<file path="config.mk">
export PLATFORM = sky130hd
export DESIGN_NAME = wacc_core
export DESIGN_NICKNAME = d
export VERILOG_FILES = /design/src/design/wacc_pkg.sv /design/src/design/wacc_regfile.sv /design/src/design/wacc_core.sv
export SDC_FILE = /design/constraint.sdc
export NUM_CORES = 2
export LEC_CHECK = 0
export ABC_AREA = 1
export BUFFER_PORTS_ARGS = -buffer_cell sky130_fd_sc_hd__clkbuf_2
export CAP_MARGIN = 0
export CORE_MARGIN = 2
export CORE_UTILIZATION = 25
export CTS_CLUSTER_SIZE = 12
export DETAILED_ROUTE_END_ITERATION = 8
export HOLD_SLACK_MARGIN = 0.05
export PLACE_DENSITY = 0.45
export SLEW_MARGIN = 20
export SYNTH_ARGS = -nofsm -noshare
export SYNTH_HDL_FRONTEND = slang
export SYNTH_SLANG_ARGS = --single-unit
</file>
<file path="constraint.sdc">
create_clock -name ref_clk -period 4.4 [get_ports ref_clk]
set_input_delay 0.44 -clock ref_clk [delete_from_list [all_inputs] [get_ports ref_clk]]
set_output_delay 0.44 -clock ref_clk [all_outputs]
set_load 0.1 [all_outputs]
</file>
<file path="src/design/wacc_pkg.sv">
package wacc_pkg;

    localparam int WORD_W    = 16;
    localparam int BIT_IDX_W = 4;
    localparam int NUM_BANKS = 3;

    // Status bit positions written by a compare
    localparam int CMP_LT_BIT = 1;
    localparam int CMP_EQ_BIT = 2;
    localparam int CMP_GT_BIT = 3;

    // Bit of the tracking word that holds the previous bit accumulator
    localparam int TRACK_BIT = 0;

    localparam logic [WORD_W-1:0] WORD_ACC_RST = 16'h0000;
    localparam logic              BIT_ACC_RST  = 1'b0;
    localparam logic [WORD_W-1:0] BANK_RST     = 16'h0000;

    // Operand source or store target
    typedef enum logic [1:0] {
        SP_CONST   = 2'b00,
        SP_NORMAL  = 2'b01,
        SP_SCRATCH = 2'b10,
        SP_PERSIST = 2'b11
    } wacc_space_type;

    typedef enum logic [3:0] {
        OP_LOAD         = 4'h0,
        OP_COMPARE      = 4'h1,
        OP_CONJ         = 4'h2,
        OP_DISJ         = 4'h3,
        OP_EXDISJ       = 4'h4,
        OP_EDGE_STORE   = 4'h5,
        OP_BIT_LOAD     = 4'h6,
        OP_BIT_LOAD_NOT = 4'h7,
        OP_BIT_CONJ     = 4'h8,
        OP_BIT_CONJ_NOT = 4'h9,
        OP_BIT_DISJ     = 4'ha,
        OP_BIT_DISJ_NOT = 4'hb
    } wacc_op_type;

    typedef enum logic [0:0] {
        ST_IDLE  = 1'b0,
        ST_TRACK = 1'b1
    } wacc_fsm_type;

endpackage

</file>
<file path="src/design/wacc_regfile.sv">
`timescale 1ns/1ps
module wacc_regfile
    import wacc_pkg::*;
#(
    parameter int ADDR_W = 4
) (
    input  wire logic                 ref_clk,
    input  wire logic                 resetn,
    input  wire logic                 wr_en,
    input  wire wacc_space_type       wr_space,
    input  wire logic [ADDR_W-1:0]    wr_addr,
    input  wire logic [WORD_W-1:0]    wr_data,
    input  wire wacc_space_type       opd_space,
    input  wire logic [ADDR_W-1:0]    opd_addr,
    output logic      [WORD_W-1:0]    opd_data,
    input  wire logic [ADDR_W-1:0]    trk_addr,
    output logic      [WORD_W-1:0]    trk_data,
    input  wire wacc_space_type       dbg_space,
    input  wire logic [ADDR_W-1:0]    dbg_addr,
    output logic      [WORD_W-1:0]    dbg_data
);

    localparam int DEPTH = 1 << ADDR_W;

    typedef struct packed {
        logic [NUM_BANKS-1:0][DEPTH-1:0][WORD_W-1:0] banks;
    } wacc_bank_type;

    wacc_bank_type mem_q;
    wacc_bank_type mem_d;

    // Constant space has no storage; reads give zero and writes are dropped
    function automatic logic [WORD_W-1:0] bank_read(
        input wacc_bank_type     m,
        input wacc_space_type    sp,
        input logic [ADDR_W-1:0] a
    );
        logic [WORD_W-1:0] v;
        v = '0;
        case (sp)
            SP_NORMAL:  v = m.banks[0][a];
            SP_SCRATCH: v = m.banks[1][a];
            SP_PERSIST: v = m.banks[2][a];
            default:    v = '0;
        endcase
        return v;
    endfunction

    always_comb begin
        mem_d = mem_q;
        if (wr_en) begin
            case (wr_space)
                SP_NORMAL:  mem_d.banks[0][wr_addr] = wr_data;
                SP_SCRATCH: mem_d.banks[1][wr_addr] = wr_data;
                SP_PERSIST: mem_d.banks[2][wr_addr] = wr_data;
                default:    mem_d = mem_q;
            endcase
        end
    end

    assign opd_data = bank_read(mem_q, opd_space, opd_addr);
    assign trk_data = bank_read(mem_q, SP_SCRATCH, trk_addr);
    assign dbg_data = bank_read(mem_q, dbg_space, dbg_addr);

    // Retention of the persistent bank over power loss is outside this model
    always_ff @(posedge ref_clk or negedge resetn) begin
        if (!resetn) begin
            mem_q <= {NUM_BANKS * DEPTH{BANK_RST}};
        end else begin
            mem_q <= mem_d;
        end
    end

endmodule

</file>
<file path="src/design/wacc_core.sv">
// Notes on behaviour
// - Constant load puts the 16-bit immediate into the word accumulator.
// - Register load copies a normal, scratch or persistent word into the accumulator.
// - Compare takes any operand source; results go to scratch word named by arg2.
// - Compare sets status bit 1 when accumulator is unsigned-less than operand.
// - Compare sets status bit 2 when accumulator equals operand.
// - Compare sets status bit 3 when accumulator is greater than operand.
// - Constant AND uses a 0 or 1 immediate against the accumulator.
// - Register AND combines the addressed word into the accumulator.
// - Constant OR uses a 0 or 1 immediate against the accumulator.
// - Register OR combines the addressed normal, scratch or persistent word by inclusive OR.
// - Constant XOR uses a full 16-bit immediate against the accumulator.
// - Register XOR combines the addressed word into the accumulator.
// - Edge store writes the accumulator to arg1 only on a bit accumulator rise.
// - Bit commands load or combine one addressed bit into the bit accumulator.
`timescale 1ns/1ps
module wacc_core
    import wacc_pkg::*;
#(
    parameter int ADDR_W = 4
) (
    input  wire logic                 ref_clk,
    input  wire logic                 resetn,
    input  wire logic                 cmd_valid,
    input  wire wacc_op_type          cmd_op,
    input  wire wacc_space_type       cmd_space,
    input  wire logic [WORD_W-1:0]    cmd_arg1,
    input  wire logic [WORD_W-1:0]    cmd_arg2,
    output logic                      cmd_ready,
    output logic                      cmd_done,
    output logic                      store_fired,
    output logic      [WORD_W-1:0]    word_acc,
    output logic                      bit_acc,
    output logic      [WORD_W-1:0]    cmp_word,
    input  wire wacc_space_type       rd_space,
    input  wire logic [ADDR_W-1:0]    rd_addr,
    output logic      [WORD_W-1:0]    rd_data
);

    typedef struct packed {
        wacc_fsm_type      fsm;
        logic              ready;
        logic              done;
        logic              fired;
        logic [WORD_W-1:0] word_acc;
        logic              bit_acc;
        logic [WORD_W-1:0] cmp_word;
        logic [ADDR_W-1:0] track_addr;
        logic [WORD_W-1:0] rd_data;
    } wacc_state_type;

    wacc_state_type st_q;
    wacc_state_type st_d;

    logic              accept;
    logic              wr_en;
    wacc_space_type    wr_space;
    logic [ADDR_W-1:0] wr_addr;
    logic [WORD_W-1:0] wr_data;
    logic [ADDR_W-1:0] trk_addr;
    logic [WORD_W-1:0] opd_data;
    logic [WORD_W-1:0] trk_data;
    logic [WORD_W-1:0] dbg_data;
    logic [WORD_W-1:0] opnd;
    logic [WORD_W-1:0] cmp_calc;
    logic              bit_sel;
    logic              rising;

    wacc_regfile #(
        .ADDR_W    (ADDR_W)
    ) u_regfile (
        .ref_clk   (ref_clk),
        .resetn    (resetn),
        .wr_en     (wr_en),
        .wr_space  (wr_space),
        .wr_addr   (wr_addr),
        .wr_data   (wr_data),
        .opd_space (cmd_space),
        .opd_addr  (cmd_arg1[ADDR_W-1:0]),
        .opd_data  (opd_data),
        .trk_addr  (trk_addr),
        .trk_data  (trk_data),
        .dbg_space (rd_space),
        .dbg_addr  (rd_addr),
        .dbg_data  (dbg_data)
    );

    assign accept = cmd_valid && st_q.ready;

    // Logic immediates keep only bit 0; load, compare and XOR take all 16 bits
    always_comb begin
        if (cmd_space != SP_CONST) begin
            opnd = opd_data;
        end else if (cmd_op == OP_CONJ || cmd_op == OP_DISJ) begin
            opnd = {{(WORD_W-1){1'b0}}, cmd_arg1[0]};
        end else begin
            opnd = cmd_arg1;
        end
    end

    always_comb begin
        cmp_calc = '0;
        cmp_calc[CMP_LT_BIT] = st_q.word_acc < opnd;
        cmp_calc[CMP_EQ_BIT] = st_q.word_acc == opnd;
        cmp_calc[CMP_GT_BIT] = st_q.word_acc > opnd;
    end

    assign bit_sel = opnd[cmd_arg2[BIT_IDX_W-1:0]];
    assign rising  = !trk_data[TRACK_BIT] && st_q.bit_acc;

    always_comb begin
        st_d         = st_q;
        st_d.done    = 1'b0;
        st_d.fired   = 1'b0;
        st_d.rd_data = dbg_data;
        wr_en        = 1'b0;
        wr_space     = cmd_space;
        wr_addr      = cmd_arg1[ADDR_W-1:0];
        wr_data      = st_q.word_acc;
        trk_addr     = cmd_arg2[ADDR_W-1:0];
        case (st_q.fsm)
            ST_IDLE: begin
                st_d.ready = 1'b1;
                if (accept) begin
                    st_d.done = 1'b1;
                    case (cmd_op)
                        OP_LOAD: begin
                            st_d.word_acc = opnd;
                        end
                        OP_COMPARE: begin
                            wr_en         = 1'b1;
                            wr_space      = SP_SCRATCH;
                            wr_addr       = cmd_arg2[ADDR_W-1:0];
                            wr_data       = cmp_calc;
                            st_d.cmp_word = cmp_calc;
                        end
                        OP_CONJ: begin
                            st_d.word_acc = st_q.word_acc & opnd;
                        end
                        OP_DISJ: begin
                            // Persistent operands also take inclusive OR here
                            st_d.word_acc = st_q.word_acc | opnd;
                        end
                        OP_EXDISJ: begin
                            st_d.word_acc = st_q.word_acc ^ opnd;
                        end
                        OP_EDGE_STORE: begin
                            // Target write now, tracking word next cycle: one write port
                            // Constant space has no storage, so nothing is reported stored
                            wr_en           = rising && cmd_space != SP_CONST;
                            st_d.fired      = rising && cmd_space != SP_CONST;
                            st_d.fsm        = ST_TRACK;
                            st_d.ready      = 1'b0;
                            st_d.done       = 1'b0;
                            st_d.track_addr = cmd_arg2[ADDR_W-1:0];
                        end
                        OP_BIT_LOAD: begin
                            st_d.bit_acc = bit_sel;
                        end
                        OP_BIT_LOAD_NOT: begin
                            st_d.bit_acc = !bit_sel;
                        end
                        OP_BIT_CONJ: begin
                            st_d.bit_acc = st_q.bit_acc && bit_sel;
                        end
                        OP_BIT_CONJ_NOT: begin
                            st_d.bit_acc = st_q.bit_acc && !bit_sel;
                        end
                        OP_BIT_DISJ: begin
                            st_d.bit_acc = st_q.bit_acc || bit_sel;
                        end
                        OP_BIT_DISJ_NOT: begin
                            st_d.bit_acc = st_q.bit_acc || !bit_sel;
                        end
                        default: begin
                            st_d.done = 1'b1;
                        end
                    endcase
                end
            end
            ST_TRACK: begin
                // Other bits of the tracking word are kept for the program's use
                trk_addr   = st_q.track_addr;
                wr_en      = 1'b1;
                wr_space   = SP_SCRATCH;
                wr_addr    = st_q.track_addr;
                wr_data    = {trk_data[WORD_W-1:1], st_q.bit_acc};
                st_d.fsm   = ST_IDLE;
                st_d.ready = 1'b1;
                st_d.done  = 1'b1;
            end
            default: begin
                st_d.fsm   = ST_IDLE;
                st_d.ready = 1'b1;
            end
        endcase
    end

    always_ff @(posedge ref_clk or negedge resetn) begin
        if (!resetn) begin
            st_q.fsm        <= ST_IDLE;
            st_q.ready      <= 1'b1;
            st_q.done       <= 1'b0;
            st_q.fired      <= 1'b0;
            st_q.word_acc   <= WORD_ACC_RST;
            st_q.bit_acc    <= BIT_ACC_RST;
            st_q.cmp_word   <= '0;
            st_q.track_addr <= '0;
            st_q.rd_data    <= '0;
        end else begin
            st_q <= st_d;
        end
    end

    assign cmd_ready   = st_q.ready;
    assign cmd_done    = st_q.done;
    assign store_fired = st_q.fired;
    assign word_acc    = st_q.word_acc;
    assign bit_acc     = st_q.bit_acc;
    assign cmp_word    = st_q.cmp_word;
    assign rd_data     = st_q.rd_data;
endmodule

</file>
==> run_results.csv <==
group,metric,value,unit
clock_network,root_buffer,"clkbuf_16",
finish,fill_cells,21238,
synthesis,synth_seq_area_share,0.413,
routing,drt-initial-drc-count,4880,
pwr,cellLeakagePower,24.4,nW
status,outcome,"completed",
finish,most_common_cell_after_layout_fill_and_taps_aside,"nand2_1",
setup_path,critical_path.most_common_cell,"buf_4",
sta,worst_clock_skew,0.0663,ns
sta,setup_slack,0.410,ns
synthesis,yosys.area.top_type,"dfrtp_1",
die,top_level_ports,99,
setup_path,timing.critical_path.to_type,"register",
clock_network,cts_htree_levels,3,
sta,post-route-period-util,0.907,
die,design.core.area,195000,sq um
die,die_x,447,microns
global_routing,globalRouteTotalUtil,0.205,
sta,timing.final.max_slew_violations,0,
synthesis,synth_edf_count,0,
global_routing,maximum_number_of_pins_on_one_net_before_global_route_repair,187,
setup_path,cp_max_fo,26,
clock_network,cts.sink_count,812,
clock_network,post_cts_buffers,0,
clock_network,path_clk_slew,0.06,ns
sta,tns_setup,0,ns
sta,final.min_clock_period,3.99,ns
die,fp.dieArea,200000,sq um
sta,setup_viol,0,
synthesis,netlist_area,49200,sq um
global_routing,antenna_found_initial,5,
synthesis,synth.distinct_cells,46,
placement,pre_cts_slack,0.232,ns
placement,port_buffers,73,
pwr,design_power_total,0.0214,W
global_routing,first_global_vias,44614,
setup_path,timing.critical_path.required,5.00,ns
placement,gp_routability_congestion,0.856,
finish,area.growth.synth_to_final,13.8,%
min_path,worstHoldPathType,"input port to register",
pwr,power-per-cell-area,383,nW/um^2
clock_network,clock_path_buffers,3,
setup_path,cell_breakdown_of_the_critical_path,"inv_1 > buf_4 > nor2_1 > nor2_4 > buf_4 > nand3_1 > nand3_1 > nand3_2 > nor4_4 > nand2_1 > buf_4 > nand2_1 > o21ai_0",
synthesis,ys.flop_type,"dfrtp_1",
setup_path,cpPeakStageDelay,0.86,ns
routing,drt_drc_violations_left,0,
routing,via_count,48051,
synthesis,post-synth-top-area-fraction,0.413,
placement,hpwlAfterDp,131000,microns
setup_path,critical_path_arrival,4.59,ns
routing,detail_route.vias_per_cell,5.08,
finish,drive_above_1_share,0.0802,
die,die_h,447,microns
routing,antenna_left,0,
sta,timing.max_slew.rel_slack,0.318,
sta,final_hold_viol_count,0,
routing,detail_route.wirelength,208000,microns
clock_network,cts_tree,"yes",
synthesis,netlist_top_cells_area,"dfrtp_1 (41%), nand2_1 (14%), o21ai_0 (11%), nand3_1 (6.8%), a21oi_1 (4.8%)",
finish,layout.cells.most_common_list,"nand2_1 (1,823), o21ai_0 (1,065), dfrtp_1 (811)",
clock_network,ctsResizeCount,0,
synthesis,number_of_warnings_printed_during_yosys_synthesis,0,
synthesis,ys_ff_latch,812,
finish,final_nets,6839,
synthesis,syn_inst_count,6951,
clock_network,cts_inserted_buffers,103,
setup_path,timing.critical_path.max_delay_family,"simple AND/OR/NAND/NOR gates",
die,fp-row-count,162,
clock_network,post_cts_hold_buffer_count,2,
pwr,max-vdd-ir-drop,0.293,mV
die,floorplan.initialDensity,0.252,
global_routing,global_route_wire_length_before_repair,308000,microns
clock_network,clock_latency,0.77,ns
sta,tightest_slew,1.02,ns
global_routing,globalRoute.totalOverflow,0,
sta,fmax,251,MHz
setup_path,path_class,"register to register",
synthesis,fraction_of_synthesis_flops_using_an_asynchronous_set_or_reset_pin,1.00,
routing,detail_route.first_pass.iterations,6,
setup_path,worst_setup_path_start_kind,"register",
job,max-cap-violations,0,
synthesis,postSynthAreaPerCell,7.07,sq um
setup_path,worst-path-buf-inv,4,
sta,rsz0062_at_grt,"no",
setup_path,crit_slowest_cell,"nor4_4",
routing,wire_per_inst,22.0,microns
==> cells in the mapped netlist, types with 16 or more instances <==
cell	n
o21ai_1	164
buf_6	30
nand2_1	1825
buf_1	42
buf_2	135
nor2_1	329
a221o_1	16
clkbuf_1	335
o21ai_0	1065
inv_1	516
ha_1	37
dfrtp_1	811
nand3_1	669
buf_4	65
o211ai_1	300
a21oi_1	468
==> cells by family after synthesis <==
family | count (synthesis) | synth area share
AOI/OAI and AO/OA | 2064 | 0.230
adders and majority gates | 37 | 0.00941
buffers and inverters | 1153 | 0.102
DFF | 812 | 0.413
other | 1 | 0.0000763
and+or+nand+nor | 2884 | 0.245
==> registers in the layout, summed over array words and instances (netlist names) <==
signal	count
rd_data	16
cmp_word	3
store_fired	1
st_q	5
cmd_done	1
u_regfile.mem_q	768
word_acc	16
bit_acc	1
cmd_ready	1
==> worst reg2reg max path: stages (launching register included) <==
cell	delay [ns]
dfrtp_1	0.44
inv_1	0.12
buf_4	0.41
nor2_1	0.18
nor2_4	0.14
buf_4	0.34
nand3_1	0.15
nand3_1	0.20
nand3_2	0.20
nor4_4	0.86
nand2_1	0.27
buf_4	0.34
nand2_1	0.13
o21ai_0	0.08
==> metal layers <==
metal  global-route usage  wire length (microns)
met1                0.279                  92200
met4               0.0737                   7670
met5                    0                     13
met2                0.326                  94300
met3               0.0326                  13900
==> where the power goes <==
group	internal, W	switching [W]
combinational	0.00114	0.00337
sequential	0.00784	0.000397
clock	0.00500	0.00366
total	0.0140	0.00742
==> stage by stage <==
| stage | hold WS (ns) | area [sq um] | utilization | cells |
|---|---|---|---|---|
| 6_report | 0.0933 | 55900 | 0.287 | 9457 |
| 3_5_place_dp | 0.466 | 52500 | 0.269 | 9272 |
| 4_1_cts | 0.0535 | 55900 | 0.287 | 9456 |
| 2_1_floorplan | 0.144 | 49200 | - | 6963 |
| 3_3_place_gp | 0.466 | 52500 | 0.269 | 9272 |
| 5_1_grt | 0.0828 | 55900 | 0.287 | 9457 |
==> path summary, 6_finish.rpt <==
| kind | cells after the start | start | slack (ns) | to |
|---|---|---|---|---|
| min reg2reg | 2 | u_regfile.mem_q[739]$_DFFE_PN0P_ | 0.48 | u_regfile.mem_q[739]$_DFFE_PN0P_ |
| max in group asynchronous | 3 | resetn | 2.75 | u_regfile.mem_q[109]$_DFFE_PN0P_ |
| max | 13 | st_q[56]$_DFF_PN0_ | 0.41 | u_regfile.mem_q[628]$_DFFE_PN0P_ |
| min | 5 | cmd_op[1] | 0.09 | bit_acc$_DFFE_PN0P_ |
| min in group asynchronous | 2 | resetn | 0.43 | u_regfile.mem_q[334]$_DFFE_PN0P_ |
| max reg2reg | 13 | st_q[56]$_DFF_PN0_ | 0.41 | u_regfile.mem_q[628]$_DFFE_PN0P_ |
==> layout make-up <==
type / count / area, sq um / area share
Multi-Input combinational cell: 4998 / 24000 / 0.430
Sequential cell: 812 / 20300 / 0.363
Tap cell: 2624 / 3280 / 0.0587
Clock buffer: 142 / 2900 / 0.0518
Timing Repair Buffer: 295 / 2820 / 0.0504
Inverter: 545 / 2090 / 0.0374
Clock inverter: 40 / 484 / 0.00866
Antenna cell: 1 / 2.50 / 0.0000447
Note: power is estimated with default switching activity, not from simulation.
